### src/rtl/rcf_pkg.sv
// package: register map, field positions, reset values for the reset-cause flag block
// assumes: 32-bit classic wishbone, word-aligned byte addresses
package rcf_pkg;
    localparam logic [7:0] ADDR_STATUS = 8'h00;
    localparam logic [7:0] ADDR_WDT = 8'h04;
    localparam logic [7:0] ADDR_IRQ_STAT = 8'h08;
    localparam logic [7:0] ADDR_IRQ_EN = 8'h0c;
    localparam logic [7:0] ADDR_IRQ_CLR = 8'h10;
    localparam int BIT_POR = 0;
    localparam int BIT_BROWNOUT = 1;
    localparam int BIT_IDLE = 2;
    localparam int BIT_SLEEP = 3;
    localparam int FLAG_W = 4;
    localparam logic [3:0] FLAGS_RST = 4'h0;
    localparam logic [3:0] IRQ_EN_RST = 4'h0;
    localparam int WDT_SOFT_BIT = 0;
    localparam int WDT_RUN_BIT = 1;
    localparam logic [31:0] UNMAPPED_DATA = 32'h0000_0000;
endpackage

### src/rtl/rcf_sync.sv
// file: two-flop synchroniser bank for the cause inputs
// assumes: async reset already synchronised by the caller
`timescale 1ns/1ps
`default_nettype none
module rcf_sync #(
    parameter int W = 4
) (
    // clock and reset
    input wire logic clk,
    input wire logic rstN,
    // data
    input wire logic [W-1:0] asyncIn,
    output logic [W-1:0] syncOut
);
    logic [W-1:0] meta_q;

    always_ff @(posedge clk or negedge rstN) begin
        if (!rstN) begin
            meta_q <= '0;
            syncOut <= '0;
        end else begin
            meta_q <= asyncIn;
            syncOut <= meta_q;
        end
    end
endmodule
`default_nettype wire

### src/rtl/reset_cause_flags.sv
// file: reset and wake cause flags with wishbone slave and interrupt
// assumes: cause inputs are levels from detectors in other domains
// Operation
// - sleep wake flag at bit 3 set when device woke from sleep
// - idle wake flag at bit 2 set when device woke from idle
// - brownout flag at bit 1 set when a brown-out reset occurred
// - power-on flag at bit 0 set when a power-on reset occurred
// - software writes all four flags to 1 or 0 together from data bits 3:0, with no per-flag mask
// - a software write only stores the flag, never starts a reset
// - fuse enable at 1 forces watchdog on, ignoring software enable
`timescale 1ns/1ps
`default_nettype none
module reset_cause_flags (
    // clock and reset
    input wire logic core_clk,
    input wire logic nrst,
    // wishbone slave
    input wire logic wb_cyc_i,
    input wire logic wb_stb_i,
    input wire logic wb_we_i,
    input wire logic [7:0] wb_adr_i,
    input wire logic [3:0] wb_sel_i,
    input wire logic [31:0] wb_dat_i,
    output logic [31:0] wb_dat_o,
    output logic wb_ack_o,
    // cause detectors, asynchronous levels
    input wire logic porEvent,
    input wire logic brownoutEvent,
    input wire logic idleWake,
    input wire logic sleepWake,
    // watchdog fuse
    input wire logic watchdogFuseEnable,
    // outputs
    output logic watchdogRun,
    output logic irq
);
    logic rstMeta_q;
    logic rstN;
    logic [3:0] causeSync;
    logic [3:0] causePrev_q;
    logic [3:0] causeRise;
    logic fuseMeta_q;
    logic fuse_q;
    logic [3:0] flags_q;
    logic [3:0] flags_d;
    logic watchdogSoftEnable_q;
    logic [3:0] irqStat_q;
    logic [3:0] irqEn_q;
    logic wbReq;
    logic wbWr;
    logic wrLane0;

    // ***************************************************
    // reset release
    // ***************************************************
    always_ff @(posedge core_clk or negedge nrst) begin
        if (!nrst) begin
            rstMeta_q <= 1'b0;
            rstN <= 1'b0;
        end else begin
            rstMeta_q <= 1'b1;
            rstN <= rstMeta_q;
        end
    end

    // ***************************************************
    // cause inputs
    // ***************************************************
    rcf_sync #(.W(rcf_pkg::FLAG_W)) uSync (
        .clk(core_clk),
        .rstN(rstN),
        .asyncIn({sleepWake, idleWake, brownoutEvent, porEvent}),
        .syncOut(causeSync)
    );

    // edge detect so a long cause level sets once, then software may clear
    always_ff @(posedge core_clk or negedge rstN) begin
        if (!rstN) begin
            causePrev_q <= 4'h0;
        end else begin
            causePrev_q <= causeSync;
        end
    end
    assign causeRise = causeSync & ~causePrev_q;

    always_ff @(posedge core_clk or negedge rstN) begin
        if (!rstN) begin
            fuseMeta_q <= 1'b0;
            fuse_q <= 1'b0;
        end else begin
            fuseMeta_q <= watchdogFuseEnable;
            fuse_q <= fuseMeta_q;
        end
    end

    // ***************************************************
    // bus decode
    // ***************************************************
    assign wbReq = wb_cyc_i && wb_stb_i && !wb_ack_o;
    assign wbWr = wbReq && wb_we_i;
    assign wrLane0 = wbWr && wb_sel_i[0];

    function automatic logic hit(input logic [7:0] adr, input logic [7:0] off);
        hit = (adr == off);
    endfunction

    // ***************************************************
    // cause flags
    // ***************************************************
    // flags live outside the block reset domain in a real part; here only
    // the power-on style nrst clears them, later resets leave them alone
    always_comb begin
        flags_d = flags_q;
        if (wrLane0 && hit(wb_adr_i, rcf_pkg::ADDR_STATUS)) begin
            flags_d = wb_dat_i[3:0];
        end
        flags_d[rcf_pkg::BIT_SLEEP] = flags_d[rcf_pkg::BIT_SLEEP]
            | causeRise[rcf_pkg::BIT_SLEEP];
        flags_d[rcf_pkg::BIT_IDLE] = flags_d[rcf_pkg::BIT_IDLE]
            | causeRise[rcf_pkg::BIT_IDLE];
        flags_d[rcf_pkg::BIT_BROWNOUT] = flags_d[rcf_pkg::BIT_BROWNOUT]
            | causeRise[rcf_pkg::BIT_BROWNOUT];
        flags_d[rcf_pkg::BIT_POR] = flags_d[rcf_pkg::BIT_POR]
            | causeRise[rcf_pkg::BIT_POR];
    end

    always_ff @(posedge core_clk or negedge nrst) begin
        if (!nrst) begin
            flags_q <= rcf_pkg::FLAGS_RST;
        end else begin
            flags_q <= flags_d;
        end
    end

    // ***************************************************
    // watchdog enable
    // ***************************************************
    always_ff @(posedge core_clk or negedge rstN) begin
        if (!rstN) begin
            watchdogSoftEnable_q <= 1'b0;
        end else if (wrLane0 && hit(wb_adr_i, rcf_pkg::ADDR_WDT)) begin
            watchdogSoftEnable_q <= wb_dat_i[rcf_pkg::WDT_SOFT_BIT];
        end
    end

    always_ff @(posedge core_clk or negedge rstN) begin
        if (!rstN) begin
            watchdogRun <= 1'b0;
        end else begin
            watchdogRun <= fuse_q | watchdogSoftEnable_q;
        end
    end

    // ***************************************************
    // interrupt
    // ***************************************************
    always_ff @(posedge core_clk or negedge rstN) begin
        if (!rstN) begin
            irqStat_q <= 4'h0;
        end else if (wrLane0 && hit(wb_adr_i, rcf_pkg::ADDR_IRQ_CLR)) begin
            // a new cause in the clear cycle survives
            irqStat_q <= (irqStat_q & ~wb_dat_i[3:0]) | causeRise;
        end else begin
            irqStat_q <= irqStat_q | causeRise;
        end
    end

    always_ff @(posedge core_clk or negedge rstN) begin
        if (!rstN) begin
            irqEn_q <= rcf_pkg::IRQ_EN_RST;
        end else if (wrLane0 && hit(wb_adr_i, rcf_pkg::ADDR_IRQ_EN)) begin
            irqEn_q <= wb_dat_i[3:0];
        end
    end

    always_ff @(posedge core_clk or negedge rstN) begin
        if (!rstN) begin
            irq <= 1'b0;
        end else begin
            irq <= |(irqStat_q & irqEn_q);
        end
    end

    // ***************************************************
    // bus answer
    // ***************************************************
    always_ff @(posedge core_clk or negedge rstN) begin
        if (!rstN) begin
            wb_ack_o <= 1'b0;
            wb_dat_o <= 32'h0000_0000;
        end else begin
            wb_ack_o <= wbReq;
            if (wbReq && !wb_we_i) begin
                case (wb_adr_i)
                    rcf_pkg::ADDR_STATUS: wb_dat_o <= {28'h0, flags_q};
                    rcf_pkg::ADDR_WDT: wb_dat_o <= {30'h0, watchdogRun, watchdogSoftEnable_q};
                    rcf_pkg::ADDR_IRQ_STAT: wb_dat_o <= {28'h0, irqStat_q};
                    rcf_pkg::ADDR_IRQ_EN: wb_dat_o <= {28'h0, irqEn_q};
                    default: wb_dat_o <= rcf_pkg::UNMAPPED_DATA;
                endcase
            end
        end
    end

    // ***************************************************
    // checks
    // ***************************************************
    property p_sleepSet;
        @(posedge core_clk) disable iff (!rstN)
        causeRise[rcf_pkg::BIT_SLEEP] |=> flags_q[rcf_pkg::BIT_SLEEP];
    endproperty
    a_sleepSet: assert property (p_sleepSet) else $error("sleep flag not set");

    property p_idleSet;
        @(posedge core_clk) disable iff (!rstN)
        causeRise[rcf_pkg::BIT_IDLE] |=> flags_q[rcf_pkg::BIT_IDLE];
    endproperty
    a_idleSet: assert property (p_idleSet) else $error("idle flag not set");

    property p_borSet;
        @(posedge core_clk) disable iff (!rstN)
        causeRise[rcf_pkg::BIT_BROWNOUT] |=> flags_q[rcf_pkg::BIT_BROWNOUT];
    endproperty
    a_borSet: assert property (p_borSet) else $error("brownout flag not set");

    property p_porSet;
        @(posedge core_clk) disable iff (!rstN)
        causeRise[rcf_pkg::BIT_POR] |=> flags_q[rcf_pkg::BIT_POR];
    endproperty
    a_porSet: assert property (p_porSet) else $error("power-on flag not set");

    property p_swWrite;
        @(posedge core_clk) disable iff (!rstN)
        (wrLane0 && wb_adr_i == rcf_pkg::ADDR_STATUS && causeRise == 4'h0)
            |=> flags_q == $past(wb_dat_i[3:0]);
    endproperty
    a_swWrite: assert property (p_swWrite) else $error("flag write lost");

    // a reset sequence would clear the registers that share the block reset
    property p_noReset;
        @(posedge core_clk) disable iff (!rstN)
        (wrLane0 && wb_adr_i == rcf_pkg::ADDR_STATUS && causeRise == 4'h0)
            |=> $stable(irqEn_q) && $stable(watchdogSoftEnable_q) && $stable(irqStat_q);
    endproperty
    a_noReset: assert property (p_noReset) else $error("write caused reset");

    property p_fuseForce;
        @(posedge core_clk) disable iff (!rstN)
        fuse_q |=> watchdogRun;
    endproperty
    a_fuseForce: assert property (p_fuseForce) else $error("fuse did not force watchdog");

    property p_hold;
        @(posedge core_clk) disable iff (!rstN)
        (!(wrLane0 && wb_adr_i == rcf_pkg::ADDR_STATUS) && causeRise == 4'h0)
            |=> $stable(flags_q);
    endproperty
    a_hold: assert property (p_hold) else $error("flag changed without cause");

    property p_flagSetWins;
        @(posedge core_clk) disable iff (!rstN)
        (causeRise != 4'h0) |=> ((flags_q & $past(causeRise)) == $past(causeRise));
    endproperty
    a_flagSetWins: assert property (p_flagSetWins) else $error("cause lost to write");

    property p_irqSetWins;
        @(posedge core_clk) disable iff (!rstN)
        (causeRise != 4'h0) |=> ((irqStat_q & $past(causeRise)) == $past(causeRise));
    endproperty
    a_irqSetWins: assert property (p_irqSetWins) else $error("cause lost to irq clear");

    property p_softEnable;
        @(posedge core_clk) disable iff (!rstN)
        !fuse_q |=> (watchdogRun == $past(watchdogSoftEnable_q));
    endproperty
    a_softEnable: assert property (p_softEnable) else $error("soft enable not followed");

    property p_statusRead;
        @(posedge core_clk) disable iff (!rstN)
        (wbReq && !wb_we_i && wb_adr_i == rcf_pkg::ADDR_STATUS)
            |=> (wb_dat_o == {28'h0, $past(flags_q)});
    endproperty
    a_statusRead: assert property (p_statusRead) else $error("status read mismatch");

    property p_wdtRead;
        @(posedge core_clk) disable iff (!rstN)
        (wbReq && !wb_we_i && wb_adr_i == rcf_pkg::ADDR_WDT)
            |=> (wb_dat_o == {30'h0, $past(watchdogRun), $past(watchdogSoftEnable_q)});
    endproperty
    a_wdtRead: assert property (p_wdtRead) else $error("watchdog read mismatch");

    property p_ackAnswer;
        @(posedge core_clk) disable iff (!rstN)
        wbReq |=> wb_ack_o;
    endproperty
    a_ackAnswer: assert property (p_ackAnswer) else $error("request not acknowledged");

    property p_ackPulse;
        @(posedge core_clk) disable iff (!rstN)
        wb_ack_o |=> !wb_ack_o;
    endproperty
    a_ackPulse: assert property (p_ackPulse) else $error("ack longer than one cycle");

    property p_irqLevel;
        @(posedge core_clk) disable iff (!rstN)
        1'b1 |=> (irq == |($past(irqStat_q) & $past(irqEn_q)));
    endproperty
    a_irqLevel: assert property (p_irqLevel) else $error("irq level mismatch");
endmodule
`default_nettype wire

### config.mk
export PLATFORM = sky130hd
export DESIGN_NAME = reset_cause_flags
export DESIGN_NICKNAME = d
export VERILOG_FILES = /design/src/rtl/rcf_pkg.sv /design/src/rtl/rcf_sync.sv /design/src/rtl/reset_cause_flags.sv
export SDC_FILE = /design/constraint.sdc
export NUM_CORES = 1
export LEC_CHECK = 0
export BUFFER_PORTS_ARGS = -buffer_cell sky130_fd_sc_hd__buf_2
export CORE_ASPECT_RATIO = 1.4
export CORE_MARGIN = 2
export CORE_UTILIZATION = 47
export DETAILED_ROUTE_END_ITERATION = 16
export HOLD_SLACK_MARGIN = 0.06
export PLACE_DENSITY = 0.84
export SLEW_MARGIN = 20
export SYNTH_ARGS = -nofsm -noshare
export SYNTH_HDL_FRONTEND = slang
export SYNTH_HIERARCHICAL = 1
export SYNTH_SLANG_ARGS = --single-unit
### constraint.sdc
create_clock -name core_clk -period 3 [get_ports core_clk]
set_input_delay 0.45 -clock core_clk [delete_from_list [all_inputs] [get_ports core_clk]]
set_output_delay 0.45 -clock core_clk [all_outputs]
set_load 0.01 [all_outputs]
**After elaboration in Yosys (flattened, before gate mapping)**

Index checks and enable logic that the tools add are counted.

- Flip-flop bits (word level): 64
- Input bits: 54
- Logic and storage cells: 47

- Equality and inequality tests: 4
- Multiplexer cells: 3
- Bitwise logic cells: 12
- Reductions and logical operators: 13

Operator list:

| operator | number |
|---|---|
| equality test 8 x 4 -> 1 bit (second input constant) | 2 |
| case mux 4 bit (4 select lines) | 1 |
| AND 4 bit | 3 |
| logical AND 1 bit | 9 |
| equality test 8 x 3 -> 1 bit (second input constant) | 1 |
| equality test 8 x 5 -> 1 bit (second input constant) | 1 |
| zero test 8 bit | 1 |
| 2-to-1 mux 4 bit | 2 |
| NOT 4 bit | 2 |
| bitwise OR 4 bit | 2 |
| bitwise OR 1 bit | 5 |
| OR reduction 4 bit | 1 |
| zero test 1 bit | 2 |

**Longest topological paths before layout**

Gate-level depths: netlist of the first run.

- Word-level depth: 7
- Mapped depth: 6
- Mapped depth without buffers: 5

**Modules after synthesis**

The synthesis of the first run kept the hierarchy.

By module, submodules not included:

| module | instances | cells each | area each (um^2) |
|---|---|---|---|
| reset_cause_flags | 1 | 127 | 1398.8 |
| rcf_sync | 1 | 8 | 200.2 |

**Least setup slack after synthesis of the first run**

OpenSTA, ideal clock, no wires.

- Path type: input port to flip-flop
- Start point: input wb_adr_i[3]
- End point: register flags_q[2]
- Library setup time: 126 ps
- Data arrival time: 1753 ps
- Path slack: 1121 ps
- Stages: 5
- Path buffers: 1
- Cell sequence: buf_2 -> or4_4 -> or4_4 -> nand2_1 -> nand3_1

- Word-level cells in the longest chain between the ends: 4

Ends and longest elaborated chain:

| element | RTL line | RTL |
|---|---|---|
| start, declared | reset_cause_flags.sv:21 | `input wire logic [7:0] wb_adr_i,` |
| zero test 8 bit | reset_cause_flags.sv:104 | `hit = (adr == off);` |
| logical AND 1 bit | reset_cause_flags.sv:114 | `if (wrLane0 && hit(wb_adr_i, rcf_pkg::ADDR_STATUS)) begin` |
| 2-to-1 mux 4 bit | reset_cause_flags.sv:114 |  |
| bitwise OR 1 bit | reset_cause_flags.sv:120 | `\| causeRise[rcf_pkg::BIT_IDLE];` |
| named net flags_d[2] | reset_cause_flags.sv:45 | `logic [3:0] flags_d;` |
| end signal, assigned | reset_cause_flags.sv:129 | `flags_q <= rcf_pkg::FLAGS_RST;` |
| end signal, assigned | reset_cause_flags.sv:131 | `flags_q <= flags_d;` |
| end, declared | reset_cause_flags.sv:44 | `logic [3:0] flags_q;` |

The timed path passes the listed nets, and every way through them passes these cells.
A chain may end at the register's enable or synchronous reset.

**Worst setup path in the final report of the first run**

- Start point: input wb_adr_i[5]
- End point: register irqEn_q[1]

- Word-level cells in the longest chain between the ends: 2

Ends and longest elaborated chain:

| element | RTL line | RTL |
|---|---|---|
| equality test 8 x 4 -> 1 bit | reset_cause_flags.sv:104 |  |
| logical AND 1 bit | reset_cause_flags.sv:171 | `end else if (wrLane0 && hit(wb_adr_i, rcf_pkg::ADDR_IRQ_EN)) begin` |
| end signal, assigned | reset_cause_flags.sv:170 | `irqEn_q <= rcf_pkg::IRQ_EN_RST;` |
| end signal, assigned | reset_cause_flags.sv:172 | `irqEn_q <= wb_dat_i[3:0];` |
| end, declared | reset_cause_flags.sv:48 | `logic [3:0] irqEn_q;` |

Every way passes these cells.

==> run_results.csv, run 1 <==
group,metric,value,unit
timing,setup_viol,0,
pwr,power.switching,217.5,uW
detailed_routing,wire_per_inst,12.77,um
floorplanning,die-area,3891,um2
clocking,clock_latency,0.29,ns
clocking,h-tree-depth,2,
clocking,clock_sinks,36,
placement,place_inst,200,
global_routing,grt_pass1_vias,993,
timing,rsz0062_at_grt,"no",
critical_path,path_class,"in2reg",
cells_and_area,final_design_area_no_fill,1770,um2
timing,finClkSkew,0.008075,ns
run_status,status,"finished clean",
cells_and_area,drive_gt1_share,28.40,%
timing,fmax,561.1,MHz
global_routing,antenna_found_initial,0,
timing,fin_tns_setup,0,ns
pwr,ir_drop,0.5297,mV
cells_and_area,diodes,0,
detailed_routing,route.detailed.drc,0,
cells_and_area,syn_to_final_growth,10.72,%
global_routing,grt_max_degree,31,
pwr,clkPwrFrac,38.2,%
timing,finalCriticalPeriod,1.782,ns
clocking,cts_made_buffers,5,
detailed_routing,drt_iter0_drc,35,
detailed_routing,viasPerCell,4.957,
critical_path,crit_fanout,6,
floorplanning,coreArea,3316,um2
cells_and_area,layout.nets,222,
timing,setup_slack,1.218,ns
cells_and_area,fin_cells,209,
clocking,tritoncts,"done",
timing,relSlewSlack,58.27,%
yosys,synthDistinctLibCells,30,
critical_path,start_kind,"primary input",
pwr,pwr-share-comb,6.6,%
clocking,clkTransAtPathRegs,0.07,ns
detailed_routing,routed_wl,2.669,mm
pwr,powerDensity,522.8,nW/um2
yosys,ys_seq_area_share,56.34,%
detailed_routing,routed-via-count,1036,
pwr,p_seq_share,55.2,%
placement,portBuffers,29,
yosys,ys_warn_count,6,
hold_path,min_path_type,"in2reg",
pwr,switching_share,23.50,%
placement,dpl_worst_slack,0.9146,ns
clocking,cts-resized-gates,0,
timing,hold_viol,0,
pwr,internal-power,708.1,uW
job,cap_violations,0,
clocking,cts_max_path_buffers,2,
global_routing,grt.total_usage,16.02,%
critical_path,crit_arrival,1.95,ns
timing,whs,0.2662,ns
yosys,ys_ff_latch,36,
clocking,ctsHoldBuffers,1,
detailed_routing,first_pass_iters,4,
timing,worst_pin_slew,0.6259,ns
pwr,leakage,0.0008594,uW
global_routing,grt_pass1_wl,4.347,mm
yosys,syn_area_per_cell,11.84,um2
detailed_routing,antenna_left,0,
floorplanning,start_util,48.23,%
critical_path,worstPathRequired,3.17,ns
floorplanning,num_io_pins,89,
critical_path,endpoint_kind,"register",
global_routing,overflow,0,
yosys,syn_area,1599,um2
floorplanning,rows,25,
yosys,synth_cells,135,
floorplanning,chipHeight,73.02,um
timing,fin_crit_sh,59.41,%
placement,dpl_cell_area,1667,um2
clocking,post_cts_buffers,0,
clocking,clockRootBuffer,"clkbuf_8",
floorplanning,fp.dieW,53.30,um
timing,slew_violations,0,
cells_and_area,n_fill_cell,304,
placement,hpwl,2.030,mm
placement,gp_congestion,0.8217,
cells in the mapped netlist:
library cell,n,share of area [%]
buf_2,1,0.31
a21oi_1,2,0.63
buf_4,28,13
o21ai_0,3,0.94
nand2b_1,5,2.0
nor4_4,1,1.3
dfrtp_1,36,56
mux2i_1,2,1.3
nor2_1,4,0.94
or4_4,2,1.4
inv_1,1,0.23
a211oi_1,1,0.47
and3_1,1,0.39
nand2_1,10,2.3
nand3b_1,1,0.47
nand4_1,1,0.39
conb_1,2,0.47
clkbuf_1,1,0.23
nand3_1,8,2.5
mux4_1,1,1.6
a31oi_1,4,1.6
nor2b_1,4,1.6
or4_1,1,0.47
a22oi_1,2,0.94
nand4b_1,1,0.55
or2_2,1,0.39
or3_1,1,0.39
buf_6,1,0.70
a32oi_1,2,1.1
mux2_2,7,4.9
worst paths after layout:
kind                                  start              end  slack [ns]  depth (start not counted)
worst min register to register         rstN     irqStat_q[3]        0.28                          0
max in group asynchronous              rstN      wb_dat_o[0]        2.31                          0
min in group asynchronous              rstN     irqStat_q[3]        0.28                          0
worst max register to register     wb_ack_o       irqEn_q[1]        1.23                          4
worst min-delay path               idleWake  uSync/meta_q[2]        0.27                          1
worst max-delay path            wb_adr_i[5]       irqEn_q[1]        1.22                          5
critical path, stage by stage:
cell	delay, ns
buf_2	0.10
or3_1	0.42
nor4_4	0.31
nand4_1	0.31
mux2_2	0.35
registers in the layout (all words and copies together), names as in the netlist:
name and count:
causePrev_q 4, rstMeta_q 1, uSync/meta_q 4, fuseMeta_q 1
rstN 1, wb_ack_o 1, watchdogRun 1, watchdogSoftEnable_q 1
uSync/syncOut 4, flags_q 4, irqStat_q 4, wb_dat_o 4
irq 1, fuse_q 1, irqEn_q 4
kinds of logic after synthesis:
| group | synth area share [%] |
|---|---|
| AND/OR/NAND/NOR | 15.10 |
| flip-flops | 56.34 |
| other | 0.4697 |
| multiplexers | 7.825 |
| AO/OA/AOI/OAI | 5.633 |
| buffers and inverters | 14.63 |
metal layers:
| metal | vias to the layer above | global-route usage, % | part of all wire [%] |
|---|---|---|---|
| li1 | 475 | - | - |
| met1 | 502 | 15.98 | 36 |
| met2 | 51 | 27.43 | 54 |
| met3 | 8 | 7.377 | 7.9 |
| met4 | 0 | 7.407 | 2.0 |
| met5 | - | 0 | 0 |
power by group through the flow:
stage                     registers [uW]  clock network [uW]  logic, uW
after global placement               520                   0       59.0
final                                511                 354       61.4
after CTS                            512                 362       61.0
after global routing                 514                 387       68.8
after detailed placement             521                   0       59.9
after floorplan                      518                   0       63.1
cell type report:
class,instances,area (um2),area share (%)
clock buffers,7,86.33,4.876
clock inverters,1,7.507,0.4240
inverters,1,3.754,0.2120
multi-input cells,94,565.5,31.94
flip-flops and latches,36,902.1,50.95
well taps,40,50.05,2.827
repair buffers,30,155.1,8.763
placed cells by master, fill, tap and decap left out, types with 2 or more instances in the layout:
master / synthesis / final
a32oi_1: 2 / 2
nand2b_1: 5 / 5
a22oi_1: 2 / 2
mux2i_1: 2 / 2
mux2_2: 7 / 7
dfrtp_1: 36 / 35
a21oi_1: 2 / 2
conb_1: 2 / 29
buf_2: 1 / 29
or4_4: 2 / 2
nand3_1: 8 / 8
a31oi_1: 4 / 4
o21ai_0: 3 / 3
nand2_1: 10 / 10
clkbuf_8: 0 / 6
nor2_1: 4 / 4
nor2b_1: 4 / 4
through the flow:
step           utilization, %  power [uW]
2_1_floorplan               -       581.6
3_3_place_gp            50.23       578.5
3_5_place_dp            50.26       581.1
4_1_cts                 53.40       934.9
5_1_grt                 53.40       970.0
6_report                53.40       925.6
(Power assumes the default switching activity.)
==> run 2, diff against run 1 <==
--- a/config.mk
+++ b/config.mk
@@ -5,13 +5,14 @@
 export SDC_FILE = /design/constraint.sdc
 export NUM_CORES = 1
 export LEC_CHECK = 0
+export ABC_AREA = 1
 export BUFFER_PORTS_ARGS = -buffer_cell sky130_fd_sc_hd__buf_2
 export CORE_ASPECT_RATIO = 1.4
 export CORE_MARGIN = 2
-export CORE_UTILIZATION = 47
+export CORE_UTILIZATION = 45
 export DETAILED_ROUTE_END_ITERATION = 16
 export HOLD_SLACK_MARGIN = 0.06
-export PLACE_DENSITY = 0.84
+export PLACE_DENSITY = 0.79
 export SLEW_MARGIN = 20
 export SYNTH_ARGS = -nofsm -noshare
 export SYNTH_HDL_FRONTEND = slang
==> constraint.sdc (replaced) <==
create_clock -name core_clk -period 1.8 [get_ports core_clk]
set_input_delay 0.27 -clock core_clk [delete_from_list [all_inputs] [get_ports core_clk]]
set_output_delay 0.27 -clock core_clk [all_outputs]
set_load 0.01 [all_outputs]
==> run 2 against run 1 <==
Register-to-register slack got worse by 0.64 ns; sequential share of layout area fell by 4.3 points; non-clock buffer count grew 1; global-route usage shrank 2.2 points; total power increased by 66%; clock skew is 0.0040 ns lower; setup slack worse by 0.63 ns; via count up 10%; routed wire length fell by 2.6%; sequential power increased by 66%; synthesized cell count is 32% higher; clock power grew 59%.
==> run_results.csv, run 2 <==
group,metric,value,unit
run_status,status,"finished clean",
detailed_routing,route.detailed.drc,0,
placement,gp_congestion,0.7997,
yosys,ys_warn_count,6,
timing,relSlewSlack,58.64,%
yosys,synth_cells,178,
cells_and_area,syn_to_final_growth,11.41,%
cells_and_area,diodes,0,
yosys,synthTopCellsByCount,"nand2_1, dfrtp_1, buf_4, nand3_1, nor2_1",
timing,slew_violations,0,
timing,finClkSkew,0.004121,ns
clocking,h-tree-depth,2,
yosys,yosysTopAreaCell,"dfrtp_1",
pwr,power,1536,uW
pwr,powerDensity,795.8,nW/um2
critical_path,r2r_cells,6,
cells_and_area,layout.nets,268,
detailed_routing,antenna_left,0,
clocking,clock_sinks,36,
critical_path,ff2ff_setup_slack,0.59,ns
clocking,clock_latency,0.28,ns
detailed_routing,viasPerCell,4.436,
timing,fin_tns_setup,0,ns
yosys,yosysMostFrequentCell,"nand2_1",
hold_path,min_from,"idleWake",
global_routing,overflow,0,
critical_path,crit_fanout,4,
critical_path,reg2reg_from,"wb_ack_o",
floorplanning,start_util,47.14,%
yosys,syn_area_per_cell,9.735,um2
hold_path,hold_end,"uSync/meta_q[2]",
cells_and_area,final_common_cell,"nand2_1",
clocking,post_cts_buffers,0,
global_routing,antenna_found_initial,0,
cells_and_area,final_design_area_no_fill,1931,um2
timing,worst_pin_slew,0.6204,ns
floorplanning,coreArea,3676,um2
cells_and_area,n_fill_cell,355,
hold_path,whs_path_depth,1,
timing,fmax,826.9,MHz
detailed_routing,drt_iter0_drc,43,
critical_path,start_kind,"register",
clocking,tritoncts,"done",
floorplanning,chipHeight,77.43,um
detailed_routing,routed_wl,2.599,mm
global_routing,grt_max_degree,17,
hold_path,min_path_type,"in2reg",
job,cap_violations,0,
placement,hpwl,2.081,mm
floorplanning,num_io_pins,89,
pwr,leakage,0.001052,uW
timing,hold_viol,0,
timing,fin_crit_sh,67.18,%
cells_and_area,drive_gt1_share,31.63,%
timing,rsz0062_at_grt,"no",
critical_path,crit_arrival,1.38,ns
timing,setup_viol,0,
detailed_routing,wire_per_inst,10.11,um
clocking,clkTransAtPathRegs,0.07,ns
global_routing,grt.total_usage,13.85,%
detailed_routing,first_pass_iters,4,
yosys,synth-edff-count,0,
yosys,ys_ff_latch,36,
placement,dpl_cell_area,1831,um2
clocking,cts-resized-gates,0,
yosys,syn_area,1733,um2
timing,whs,0.09882,ns
cells_and_area,fin_util,52.52,%
yosys,synthDistinctLibCells,21,
yosys,synth_area_leaders,"dfrtp_1, buf_4, nand2_1",
timing,finalCriticalPeriod,1.209,ns
critical_path,worstPathRequired,1.97,ns
global_routing,grt_pass1_wl,4.664,mm
yosys,ys.flop_type,"dfrtp_1",
clocking,cts_max_path_buffers,2,
clocking,clockRootBuffer,"clkbuf_8",
floorplanning,rows,26,
placement,portBuffers,29,
critical_path,endpoint_kind,"register",
yosys,synth_top_area_share,51.99,%
cells_and_area,final_cell_mix,"nand2_1, dfrtp_1, conb_1, buf_2, nand3_1",
critical_path,r2r_end,"irqStat_q[3]",
floorplanning,fp.dieW,56.45,um
detailed_routing,routed-via-count,1140,
pwr,ir_drop,0.5315,mV
global_routing,grt_pass1_vias,1120,
yosys,async_reset_ff_share,100.0,%
yosys,ys_seq_area_share,51.99,%
floorplanning,die-area,4370,um2
critical_path,path_class,"reg2reg",
clocking,cts_made_buffers,5,
run 2: changes by cell type after synthesis, moves of 5 or more:
cell,before,now
a21oi_2,0,5
inv_1,1,8
inv_2,0,8
mux2_2,7,0
nand2_1,10,39
nand2b_1,5,0
nand3_1,8,13
nor2_1,4,11
o21ai_1,0,6
run 2: kinds of logic (layout without fill, tap and decap cells):
group                  count (synthesis)  count (layout)  share of synthesized area, %
AND/OR/NAND/NOR                       79              79                         23.83
buffers and inverters                 46              56                         16.61
flip-flops                            36              36                         51.99
AO/OA/AOI/OAI                         15              15                         7.148
other                                  2              29                        0.4334
run 2: final cells by class:
type | instances | area (um2) | area share (%)
multi-input cells | 123 | 645.6 | 33.44
inverters | 17 | 66.31 | 3.435
clock buffers | 8 | 90.09 | 4.666
flip-flops and latches | 36 | 900.9 | 46.66
well taps | 42 | 52.55 | 2.722
repair buffers | 31 | 175.2 | 9.073
run 2: per-stage QoR:
step | std cells | setup slack (ns)
3_3_place_gp | 248 | 0.5899
6_report | 257 | 0.5907
2_1_floorplan | 205 | 0.6324
5_1_grt | 257 | 0.4750
3_5_place_dp | 248 | 0.5477
4_1_cts | 257 | 0.5779
run 2: layer usage:
layer,track usage (%),up-vias,share of wire (%)
met1,15.07,524,38
li1,-,568,-
met2,23.26,44,53
met5,0,-,0
met4,8.095,0,2.0
met3,4.333,4,7.0
run 2: repair_timing:
action	in CTS	in global routing
hold buffers	1	0
endpoints found under the setup margin	0	0
endpoints found under the hold margin	6	0
run 2: critical path, stage by stage (launching register included):
cell     delay [ns]
dfrtp_1        0.40
nor2_4         0.16
nand3_4        0.14
inv_2          0.11
nand2_2        0.09
o21ai_1        0.14
nand2_1        0.06
run 2: worst max-delay path by stage:
stage | startpoint | to | slack, ns | cells after the start
2_1_floorplan | wb_ack_o | flags_q[3] | 0.63 | 6
3_3_place_gp | wb_cyc_i | irqStat_q[0] | 0.59 | 8
3_5_place_dp | wb_adr_i[7] | irqEn_q[3] | 0.55 | 8
4_1_cts | wb_ack_o | irqStat_q[3] | 0.58 | 6
5_1_grt | wb_ack_o | irqStat_q[0] | 0.48 | 6
6_report | wb_ack_o | irqStat_q[3] | 0.59 | 6
run 2: report_power, final:
part / total [uW] / switching, uW / internal, uW
clock: 564 / 253 / 312
sequential: 848 / 15.1 / 833
combinational: 124 / 84.0 / 39.7
==> run 3, diff against run 2 <==
--- a/config.mk
+++ b/config.mk
@@ -9,10 +9,10 @@
 export BUFFER_PORTS_ARGS = -buffer_cell sky130_fd_sc_hd__buf_2
 export CORE_ASPECT_RATIO = 1.4
 export CORE_MARGIN = 2
-export CORE_UTILIZATION = 45
+export CORE_UTILIZATION = 40
 export DETAILED_ROUTE_END_ITERATION = 16
 export HOLD_SLACK_MARGIN = 0.06
-export PLACE_DENSITY = 0.79
+export PLACE_DENSITY = 0.75
 export SLEW_MARGIN = 20
 export SYNTH_ARGS = -nofsm -noshare
 export SYNTH_HDL_FRONTEND = slang
==> constraint.sdc (replaced) <==
create_clock -name core_clk -period 1.1 [get_ports core_clk]
set_input_delay 0.165 -clock core_clk [delete_from_list [all_inputs] [get_ports core_clk]]
set_output_delay 0.165 -clock core_clk [all_outputs]
set_load 0.01 [all_outputs]
==> run 3 against run 2 <==
The run now ends with negative setup slack left; total power increased by 69%; final cell count up 6.2%; setup slack lost 0.65 ns; flip-flop and latch count is the same; sequential power grew 63%; worst hold slack improved by 0.028 ns.
==> run_results.csv, run 3 (same netlist as run 2, synthesis figures left out) <==
group,metric,value,unit
timing,hold_viol,0,
critical_path,cpLargestDelayFamily,"simple AND/OR/NAND/NOR gates",
timing,finClkSkew,0.005521,ns
global_routing,grt.total_usage,13.40,%
floorplanning,coreArea,4204,um2
cells_and_area,layout.nets,281,
timing,rsz0062_at_grt,"yes",
critical_path,r2r_end,"flags_q[1]",
detailed_routing,routed_wl,2.815,mm
detailed_routing,wire_per_inst,10.31,um
critical_path,cp_cell_sequence,"nor2_4, nand3_4, inv_4, nand2_4, nand2_1, o211ai_2",
floorplanning,start_util,41.22,%
global_routing,antenna_found_initial,0,
placement,dpl_cell_area,1877,um2
critical_path,r2r_cells,6,
timing,slew_violations,0,
clocking,clock_sinks,36,
critical_path,start_kind,"register",
placement,portBuffers,29,
detailed_routing,routed-via-count,1196,
job,cap_violations,0,
timing,whs,0.1268,ns
timing,fin_crit_sh,105.6,%
detailed_routing,route.detailed.drc,0,
clocking,cts_made_buffers,5,
clocking,clkTransAtPathRegs,0.07,ns
hold_path,min_path_type,"reg2async",
critical_path,endpoint_kind,"register",
timing,fin_tns_setup,-0.4602,ns
global_routing,grt_max_degree,25,
cells_and_area,diodes,0,
cells_and_area,syn_to_final_growth,21.80,%
floorplanning,num_io_pins,89,
detailed_routing,first_pass_iters,4,
global_routing,overflow,0,
pwr,powerDensity,1230,nW/um2
critical_path,critPathMaxStageDelay,0.40,ns
global_routing,grt_pass1_vias,1182,
floorplanning,die-area,4883,um2
global_routing,grt_pass1_wl,4.816,mm
cells_and_area,final_design_area_no_fill,2111,um2
clocking,clock_latency,0.28,ns
critical_path,path_class,"reg2reg",
cells_and_area,final_cell_mix,"nand2_1, dfrtp_1, conb_1, buf_2, nand3_1",
timing,setup_slack,-0.06122,ns
placement,dpl_worst_slack,-0.08534,ns
clocking,clockRootBuffer,"clkbuf_8",
placement,gp_congestion,0.7966,
floorplanning,fp.dieW,59.63,um
critical_path,crit_fanout,8,
clocking,tritoncts,"done",
floorplanning,chipHeight,81.88,um
detailed_routing,viasPerCell,4.381,
critical_path,crit_arrival,1.33,ns
critical_path,reg2reg_from,"wb_ack_o",
timing,fmax,861.2,MHz
detailed_routing,drt_iter0_drc,10,
pwr,leakage,0.001141,uW
cells_and_area,drive_gt1_share,39.91,%
clocking,cts_max_path_buffers,2,
timing,finalCriticalPeriod,1.161,ns
clocking,h-tree-depth,2,
run_status,status,"finished, violations left",
pwr,ir_drop,1.052,mV
critical_path,path_buf_inv,1,
placement,hpwl,2.197,mm
run_status,violations,"negative setup slack",
critical_path,worstPathRequired,1.27,ns
timing,setup_viol,13,
detailed_routing,antenna_left,0,
critical_path,slowest_stage,"dfrtp_1",
floorplanning,rows,28,
critical_path,ff2ff_setup_slack,-0.06,ns
[run 3: cell count changes in the layout (fill, tap and decap cells not counted), sizes merged]
cell,delta
buf,+8
clkbuf,-2
clkinvlp,+2
dlygate4sd3,+5
[run 3: metal layers]
layer	vias up	global-route usage [%]	share of wire, %
met1	550	14.47	40
met4	0	8.444	2.8
met2	42	22.97	52
li1	594	-	-
met3	10	3.307	5.5
met5	-	0	0
[run 3: worst max-delay path by stage]
stage / slack (ns) / endpoint / from / depth (start not counted)
after floorplan: -0.03 / flags_q[0] / wb_ack_o / 6
after global placement: -0.06 / irqStat_q[3] / wb_ack_o / 6
after detailed placement: -0.09 / irqStat_q[3] / wb_ack_o / 6
after CTS: -0.08 / flags_q[1] / wb_ack_o / 6
after global routing: -0.14 / irqStat_q[3] / wb_ack_o / 6
final: -0.06 / flags_q[1] / wb_ack_o / 6
[run 3: layout make-up]
type,count,area [um2]
multi-input cells,123,698.2
well taps,45,56.30
clock buffers,6,82.58
repair buffers,44,289.0
inverters,17,68.82
fillers,403,2093
flip-flops and latches,36,900.9
clock inverters,2,15.01
[run 3: per-stage QoR]
step	util, %	instances	power [uW]
floorplan	-	205	1606
global route	50.21	273	2741
global placement	44.64	256	1620
CTS	49.55	272	2635
finish	50.21	273	2597
detailed placement	44.64	256	1625
[run 3: repair_timing]
item | in CTS | in global routing
setup buffers | 2 | 1
cloned | 0 | 0
hold buffers | 6 | 0
gates resized for setup | 10 | 6
endpoints found under the setup margin | 12 | 17
pin swaps | 4 | 3
endpoints found under the hold margin | 11 | 0
[run 3: power breakdown]
group	internal (uW)	total [uW]	switching, uW
logic	91.2	244	153
clock network	506	970	464
registers	1360	1380	20.0
